File: src/rtl/pciu_consts.vh
// Constants for the pin change interrupt unit
//
// Contract
// - Detect changes on ports A,B,C and E[3:0]
// - Every pin individually configurable
// - Rising detector only when rising enable set
// - Falling detector only when falling enable set
// - Both enables detect both edges
// - Enabled edge sets pin change flag
// - Flags always set; irq gated by enable
// - Summary flag is OR of all flags
// - Writing zero clears a flag bit
// - Edge during flag write leaves flag set
// - Change event wakes from Sleep if enabled
`ifndef PCIU_CONSTS_VH
`define PCIU_CONSTS_VH

`define PCIU_PORT_COUNT        4
`define PCIU_PORT_IDX_W        2
`define PCIU_PORT_E_MASK       8'h0F
`define PCIU_FULL_MASK         8'hFF
`define PCIU_REG_RESET         8'h00
// Register map: port p at block base 16*p, three words each
`define PCIU_ADDR_W            8
`define PCIU_PORT_STRIDE_SH    4
`define PCIU_OFF_RISE          4'h0
`define PCIU_OFF_FALL          4'h4
`define PCIU_OFF_FLAG          4'h8
`define PCIU_ADDR_CTRL         8'h40
`define PCIU_ADDR_STAT         8'h44
`define PCIU_CTRL_IRQ_EN_BIT   0
`define PCIU_STAT_SUMMARY_BIT  0
`define PCIU_STAT_WAKE_BIT     1

`endif

File: src/rtl/pciu_sync.v
// Two-flop synchroniser for a bus of pin levels
`timescale 1ns/10ps
`default_nettype none
module pciu_sync #(
   parameter WIDTH = 8
) (
   input  wire             pclk,
   input  wire             presetn,
   input  wire [WIDTH-1:0] async_in,
   output reg  [WIDTH-1:0] sync_out
);
   reg [WIDTH-1:0] meta_q;

   always @(posedge pclk or negedge presetn) begin
      if (!presetn) begin
         meta_q   <= {WIDTH{1'b0}};
         sync_out <= {WIDTH{1'b0}};
      end else begin
         meta_q   <= async_in;
         sync_out <= meta_q;
      end
   end
endmodule // pciu_sync
`default_nettype wire

File: src/rtl/pciu_port.v
// One port's edge detectors, enables and change flags
`include "pciu_consts.vh"
`timescale 1ns/10ps
`default_nettype none
module pciu_port #(
   parameter [7:0] PIN_MASK = 8'hFF
) (
   input  wire       pclk,
   input  wire       presetn,
   input  wire [7:0] pin_sync,
   input  wire       wr_rise,
   input  wire       wr_fall,
   input  wire       wr_flag,
   input  wire [7:0] wdata,
   output reg  [7:0] rise_q,
   output reg  [7:0] fall_q,
   output reg  [7:0] flag_q
);
   reg  [7:0] prev_q;
   reg  [2:0] primed_q;
   wire [7:0] edge_hit;
   reg  [7:0] flag_d;

   // Compare synchronised level with last sample
   // Three priming edges: sync flops and last sample must hold real levels,
   // else a pin idling high looks like a rising edge after reset
   assign edge_hit = primed_q[2] ? (((pin_sync & ~prev_q) & rise_q)
                              | ((~pin_sync & prev_q) & fall_q)) & PIN_MASK
                             : 8'h00;

   always @* begin
      flag_d = flag_q;
      if (wr_flag)
         flag_d = flag_q & wdata & PIN_MASK;
      flag_d = flag_d | edge_hit;
   end

   always @(posedge pclk or negedge presetn) begin
      if (!presetn) begin
         rise_q   <= `PCIU_REG_RESET;
         fall_q   <= `PCIU_REG_RESET;
         flag_q   <= `PCIU_REG_RESET;
         prev_q   <= `PCIU_REG_RESET;
         primed_q <= 3'b000;
      end else begin
         prev_q   <= pin_sync;
         primed_q <= {primed_q[1:0], 1'b1};
         if (wr_rise)
            rise_q <= wdata & PIN_MASK;
         if (wr_fall)
            fall_q <= wdata & PIN_MASK;
         flag_q <= flag_d;
      end
   end
endmodule // pciu_port
`default_nettype wire

File: src/rtl/pciu_top.v
// Pin change interrupt unit: APB slave, four ports, irq and wake
`include "pciu_consts.vh"
`timescale 1ns/10ps
`default_nettype none
module pciu_top (
   input  wire        pclk,
   input  wire        presetn,
   input  wire        psel,
   input  wire        penable,
   input  wire        pwrite,
   input  wire [31:0] paddr,
   input  wire [31:0] pwdata,
   output reg  [31:0] prdata,
   output reg         pready,
   output reg         pslverr,
   input  wire [7:0]  port_a_pins,
   input  wire [7:0]  port_b_pins,
   input  wire [7:0]  port_c_pins,
   input  wire [3:0]  port_e_a_pins,
   input  wire        sleeping,
   output reg         pin_change_interrupt_req,
   output reg         change_irq_summary_flag,
   output reg         wake_req
);
   wire [31:0] pins_raw;
   wire [31:0] pins_sync;
   wire [31:0] rise_all;
   wire [31:0] fall_all;
   wire [31:0] flag_all;
   reg         change_irq_enable_q;
   reg         wake_seen_q;
   reg  [31:0] rdata_d;
   reg         err_d;
   wire        setup;
   wire        wr_go;
   wire [1:0]  port_sel;
   wire [3:0]  reg_off;
   wire        in_ports;
   wire [`PCIU_PORT_COUNT-1:0] wr_rise;
   wire [`PCIU_PORT_COUNT-1:0] wr_fall;
   wire [`PCIU_PORT_COUNT-1:0] wr_flag;

   // Unused upper bits of port E tied low
   assign pins_raw = {4'h0, port_e_a_pins, port_c_pins, port_b_pins, port_a_pins};

   pciu_sync #(.WIDTH(32)) u_sync (
      .pclk     (pclk),
      .presetn  (presetn),
      .async_in (pins_raw),
      .sync_out (pins_sync)
   );

   // Access phase answered in one cycle; pready low elsewhere
   assign setup    = psel && !penable;
   assign wr_go    = psel && penable && pwrite && pready;
   assign port_sel = paddr[5:4];
   assign reg_off  = paddr[3:0];
   assign in_ports = (paddr[31:6] == 26'h0000000);

   function is_hit;
      input [3:0] off;
      input [3:0] want;
      begin
         is_hit = (off == want);
      end
   endfunction

   genvar g;
   generate
      for (g = 0; g < `PCIU_PORT_COUNT; g = g + 1) begin : g_port
         assign wr_rise[g] = wr_go && in_ports && ({30'h0, port_sel} == g)
                             && is_hit(reg_off, `PCIU_OFF_RISE);
         assign wr_fall[g] = wr_go && in_ports && ({30'h0, port_sel} == g)
                             && is_hit(reg_off, `PCIU_OFF_FALL);
         assign wr_flag[g] = wr_go && in_ports && ({30'h0, port_sel} == g)
                             && is_hit(reg_off, `PCIU_OFF_FLAG);
         pciu_port #(
            .PIN_MASK ((g == 3) ? `PCIU_PORT_E_MASK : `PCIU_FULL_MASK)
         ) u_port (
            .pclk     (pclk),
            .presetn  (presetn),
            .pin_sync (pins_sync[8*g+7:8*g]),
            .wr_rise  (wr_rise[g]),
            .wr_fall  (wr_fall[g]),
            .wr_flag  (wr_flag[g]),
            .wdata    (pwdata[7:0]),
            .rise_q   (rise_all[8*g+7:8*g]),
            .fall_q   (fall_all[8*g+7:8*g]),
            .flag_q   (flag_all[8*g+7:8*g])
         );
      end
   endgenerate

   // Read mux and unmapped-address error
   always @* begin
      rdata_d = 32'h00000000;
      err_d   = 1'b0;
      if (in_ports && is_hit(reg_off, `PCIU_OFF_RISE))
         rdata_d = {24'h000000, rise_all[8*port_sel +: 8]};
      else if (in_ports && is_hit(reg_off, `PCIU_OFF_FALL))
         rdata_d = {24'h000000, fall_all[8*port_sel +: 8]};
      else if (in_ports && is_hit(reg_off, `PCIU_OFF_FLAG))
         rdata_d = {24'h000000, flag_all[8*port_sel +: 8]};
      else if (paddr == {24'h000000, `PCIU_ADDR_CTRL})
         rdata_d[`PCIU_CTRL_IRQ_EN_BIT] = change_irq_enable_q;
      else if (paddr == {24'h000000, `PCIU_ADDR_STAT}) begin
         rdata_d[`PCIU_STAT_SUMMARY_BIT] = change_irq_summary_flag;
         rdata_d[`PCIU_STAT_WAKE_BIT]    = wake_seen_q;
      end else
         err_d = 1'b1;
   end

   always @(posedge pclk or negedge presetn) begin
      if (!presetn) begin
         pready                   <= 1'b0;
         pslverr                  <= 1'b0;
         prdata                   <= 32'h00000000;
         change_irq_enable_q      <= 1'b0;
         change_irq_summary_flag  <= 1'b0;
         pin_change_interrupt_req <= 1'b0;
         wake_req                 <= 1'b0;
         wake_seen_q              <= 1'b0;
      end else begin
         pready  <= setup;
         pslverr <= setup && err_d;
         if (setup && !pwrite)
            prdata <= rdata_d;
         if (wr_go && paddr == {24'h000000, `PCIU_ADDR_CTRL})
            change_irq_enable_q <= pwdata[`PCIU_CTRL_IRQ_EN_BIT];
         change_irq_summary_flag  <= |flag_all;
         pin_change_interrupt_req <= (|flag_all) && change_irq_enable_q;
         wake_req <= sleeping && (|flag_all) && change_irq_enable_q;
         // Sticky record of a wake; cleared by writing one, set wins
         if (sleeping && (|flag_all) && change_irq_enable_q)
            wake_seen_q <= 1'b1;
         else if (wr_go && paddr == {24'h000000, `PCIU_ADDR_STAT}
                  && pwdata[`PCIU_STAT_WAKE_BIT])
            wake_seen_q <= 1'b0;
      end
   end
endmodule // pciu_top
`default_nettype wire

File: config.mk
export PLATFORM = sky130hd
export DESIGN_NAME = pciu_top
export DESIGN_NICKNAME = d
export VERILOG_FILES = /design/src/rtl/pciu_sync.v /design/src/rtl/pciu_port.v /design/src/rtl/pciu_top.v
export VERILOG_INCLUDE_DIRS = /design/src /design/src/rtl
export SDC_FILE = /design/constraint.sdc
export NUM_CORES = 1
export LEC_CHECK = 0
export BUFFER_PORTS_ARGS = -buffer_cell sky130_fd_sc_hd__buf_4
export CORE_UTILIZATION = 40
export CTS_CLUSTER_SIZE = 14
export DETAILED_ROUTE_END_ITERATION = 16
export GPL_ROUTABILITY_DRIVEN = 0
export SYNTH_ARGS = -nofsm -noshare
export SYNTH_HDL_FRONTEND = slang
export SYNTH_HIERARCHICAL = 1
export SYNTH_SLANG_ARGS = --single-unit
File: constraint.sdc
create_clock -name pclk -period 1.8 [get_ports pclk]
set_clock_uncertainty 0.15 [all_clocks]
set_input_delay 0 -clock pclk [delete_from_list [all_inputs] [get_ports pclk]]
set_output_delay 0 -clock pclk [all_outputs]
set_load 0.01 [all_outputs]
# Word-level counts from Yosys, hierarchy flattened
# Cells that the tools add are included.
# word_totals
word_cells,137
out_inout_bits,37
in_bits,98
reg_bits,223
# classes
n_eq_ne,7
reduce_logical,39
bitwise_logic,36
n_shift,3
mux,22
# ops
cell,n
bitwise AND 8 bit,15
indexed part select 32 x 6 -> 8 bit,3
2-to-1 mux 8 bit,9
equality test 32 x 7 -> 1 bit (second input constant),2
OR 8 bit,7
NOT 8 bit,6
logical AND 1 bit,32
OR reduction 32 bit,1
zero test 26 bit,1
bitwise AND 4 bit,5
2-to-1 mux 1 bit,9
NOT 4 bit,2
2-to-1 mux 6 bit,1
equality test 2 bit (second input constant),2
equality test 4 x 3 -> 1 bit (second input constant),1
equality test 4 bit (second input constant),1
zero test 4 bit,1
2-to-1 mux 2 bit,2
2-to-1 mux 4 bit,1
OR 4 bit,1
equality test 2 x 1 -> 1 bit (second input constant),1
zero test 1 bit,2
zero test 2 bit,1
nonzero test 2 bit,1

# Logic depth before layout (Yosys ltp)
# logic_depth
ltp_word,8
mapped_depth,7
mapped_depth_nobuf,7

# Modules after synthesis
# Netlist, hierarchy kept.
# modules_own_cells
module,cells_each,instances,seq_area_each_um2,area_each_um2
pciu_port (g_port[0].u_port ...),96,3,875.8,1453.9
pciu_top,200,1,375.4,1844.3
pciu_sync,64,1,1601.5,1601.5
pciu_port (g_port[3].u_port),62,1,475.5,810.8

# Worst setup path before layout
# OpenSTA, ideal clock, no wires.
# synth_timing
path_type,input to register
from,in paddr[13]
to,reg g_port[3].u_port.rise_q[0]
t_arrival_ps,1722
cell_stages,6
path_slack_ps,-197
setup_ps,125
required_ps,1525
cell_sequence,nor4_1 nand4_1 or4_1 buf_4 nor2_1 mux2_2
# synth_via
elab_chain_len,4
# synth_rtl
element,line_no,text
start: declaration,pciu_top.v:11,"input wire [31:0] paddr,"
zero test 26 bit,pciu_top.v:58,assign in_ports = (paddr[31:6] == 26'h0000000);
logical AND 1 bit (3 in a row),pciu_top.v:71,"assign wr_rise[g] = wr_go && in_ports && ({30'h0, port_sel} == g)"
net wr_rise[3],pciu_top.v:39,wire [`PCIU_PORT_COUNT-1:0] wr_rise;
end signal: assignment,pciu_port.v:40,rise_q <= `PCIU_REG_RESET;
end signal: assignment,pciu_port.v:49,rise_q <= wdata & PIN_MASK;
end: declaration,pciu_port.v:15,"output reg [7:0] rise_q,"
# The timed path passes the listed nets, and every way through them passes these cells.
# A chain may end at the register's enable or synchronous reset.

# Final worst setup path
# layout_timing
from,reg pready
to,reg g_port[0].u_port.fall_q[5]
# layout_via
elab_chain_len,4
# layout_rtl
element,line_no,text
start: declaration,pciu_top.v:14,"output reg pready,"
start signal: assignment,pciu_top.v:124,pready <= setup;
logical AND 1 bit,pciu_top.v:55,assign wr_go = psel && penable && pwrite && pready;
logical AND 1 bit (3 in a row),pciu_top.v:73,"assign wr_fall[g] = wr_go && in_ports && ({30'h0, port_sel} == g)"
net wr_fall[0],pciu_top.v:40,wire [`PCIU_PORT_COUNT-1:0] wr_fall;
end signal: assignment,pciu_port.v:41,fall_q <= `PCIU_REG_RESET;
end signal: assignment,pciu_port.v:51,fall_q <= wdata & PIN_MASK;
end: declaration,pciu_port.v:16,"output reg [7:0] fall_q,"
# The timed path passes the listed nets, and every way through them passes these cells.

==> flow_summary.yaml <==
grt:
  antenna_found_initial: 0
  grt_max_degree: 60
  grt_pass1_wl_mm: 32.5
  overflow: 0
  grt_pass1_vias: 5900
  grt_use_total_pct: 19.9
clocking:
  cts_tree: "yes"
  clock_latency_ns: 0.43
  cts_made_buffers: 17
  clock-sinks: 195
  clk_path_buf_depth: 2
  path_clk_slew_ns: 0.07
  h-tree-depth: 4
  clockRootBuffer: "clkbuf_16"
cells_and_area:
  final_common_cell: "dfrtp_1"
  fin_nets: 899
  n_antenna_cell: 0
  final_layout_size_suffix_gt1_share_pct: 37.1
  area_delta_synth_final_pct: 30.1
  stdcell_count: 1082
  layout_common_cells: "dfrtp_1 (195), buf_4 (133), nand4b_1 (56)"
floorplan:
  fp-row-count: 52
  io_pins: 135
  core_mm2: 0.0204
  die_height_um: 147
  die_x_um: 147
  initial_core_util_pct: 41.2
  dieArea_mm2: 0.0216
power:
  power.leakage_nw: 4.89
  p_comb_share_pct: 6.9
  p_seq_share_pct: 51.0
  vdd_drop_max_mv: 0.563
  switching_power_mw: 2.01
  p_clk_share_pct: 42.1
  power_switching_share_pct: 22.6
  power_density_mw_per_mm2: 815
  internal_power_mw: 6.92
hold_path:
  hold_path_depth: 4
  min_to: "prdata[0]"
  holdCritStartpoint: "paddr[6]"
  worstHoldPathType: "input port to flip-flop"
run_status:
  outcome: "finished with violations"
  violations: "negative setup slack"
drt:
  num_vias: 5632
  wirelength_mm: 20.7
  drt_first_pass_iters: 5
  drt_iter0_markers: 390
  via_per_inst: 5.21
  ant_nets: 0
  post_drt_wl_per_cell_um: 19.1
  drc: 0
worst_setup_path:
  r2r_cells: 5
  cp-start-kind: "flip-flop"
  cp_max_fo: 6
  worstReg2RegStart: "pready"
  path_class: "flip-flop to flip-flop"
  arrival_ns: 2.01
  reg2reg_to: "g_port[0].u_port/fall_q[5]"
  r2r_slack_ns: -0.05
  critPathCaptureType: "flip-flop"
  worst_ep_required_time_ns: 1.96
timing:
  max_freq_mhz: 539
  finalMaxSlewViolations: 0
  hold_viol: 0
  period_share_pct: 103
  setup_violations: 35
  grt_setup_unrepaired: "true"
  period_needed_ns: 1.85
  timing.final.ws_setup_ns: -0.0542
synthesis:
  syn_area_per_cell_um2: 13.9
  yosys_warnings: 6
  syn_area_mm2: 0.00842
  postSynthCellCount: 606
placement:
  io_buffers: 86
  hpwl_mm: 14.0
  pre_cts_slack_ns: -0.438
  placed_cells: 1002
job:
  cap_violations: 0
[worst max path at each step]
stage,from,to,cells past startpoint
3_5_place_dp,paddr[7],g_port[0].u_port/flag_q[1],10
5_1_grt,paddr[18],g_port[0].u_port/flag_q[1],10
4_1_cts,pready,g_port[0].u_port/fall_q[5],5
2_1_floorplan,paddr[7],g_port[2].u_port/rise_q[0],7
3_3_place_gp,paddr[7],g_port[0].u_port/rise_q[5],8
6_report,pready,g_port[0].u_port/fall_q[5],5
[worst max-delay path: stages (launching register included)]
cell and delay (ns):
dfrtp_1 0.34, nand4_1 0.19, or3_4 0.43, nor2_4 0.16
buf_12 0.16, mux2_4 0.30
[stage by stage]
stage | setup TNS [ns] | power (mW) | hold slack (ns) | instance area [um^2] | utilization (%)
after floorplan | -5.92 | 4.86 | -0.446 | 8630 | -
after global placement | -30.73 | 5.14 | -0.209 | 9700 | 47.5
after detailed placement | -31.95 | 5.16 | -0.208 | 9700 | 47.5
after CTS | -0.419 | 9.00 | 0.00830 | 10800 | 53.1
after global routing | -4.68 | 9.24 | 0.0278 | 11000 | 53.6
final | -1.06 | 8.93 | 0.0262 | 11000 | 53.6
[layer usage]
metal | vias to the layer above | GRT usage [%] | routed length (um) | share of wire [%]
met4 | 0 | 5.46 | 288 | 1.4
li1 | 2506 | - | - | -
met3 | 22 | 4.10 | 976 | 4.7
met1 | 2895 | 25.6 | 9010 | 44
met2 | 209 | 34.1 | 10400 | 50
met5 | - | 0 | 0 | 0
[flip-flops by register name, indices dropped and copies added (netlist names), 8 cells and up]
register and count:
u_sync/meta_q 28, g_port.u_port/flag_q 28, g_port.u_port/fall_q 28, g_port.u_port/primed_q 12, u_sync/sync_out 28, prdata 8, g_port.u_port/prev_q 28, g_port.u_port/rise_q 28
[layout make-up]
type	count	area [um^2]
Clock buffer	20	457
Timing Repair Buffer	202	1780
Inverter	34	128
Tap cell	270	338
Clock inverter	10	125
Sequential cell	195	4880
Multi-Input combinational cell	351	3240
Fill cell	1713	9480
[power groups by stage]
stage | combinational (mW) | clock (mW) | sequential [mW]
finish | 0.614 | 3.76 | 4.55
global route | 0.666 | 4.02 | 4.56
CTS | 0.608 | 3.84 | 4.55
detailed placement | 0.523 | 0 | 4.64
global placement | 0.516 | 0 | 4.63
floorplan | 0.247 | 0 | 4.61
[repair_timing]
action / 4_1_cts / 5_1_grt
gates resized for setup: 12 / 31
pin swaps: 9 / 11
setup buffers: 4 / 0
setup endpoints to repair: 40 / 88
hold buffers: 47 / 0
hold endpoints to repair: 317 / 0
Note: power is estimated with default switching activity, not from simulation.
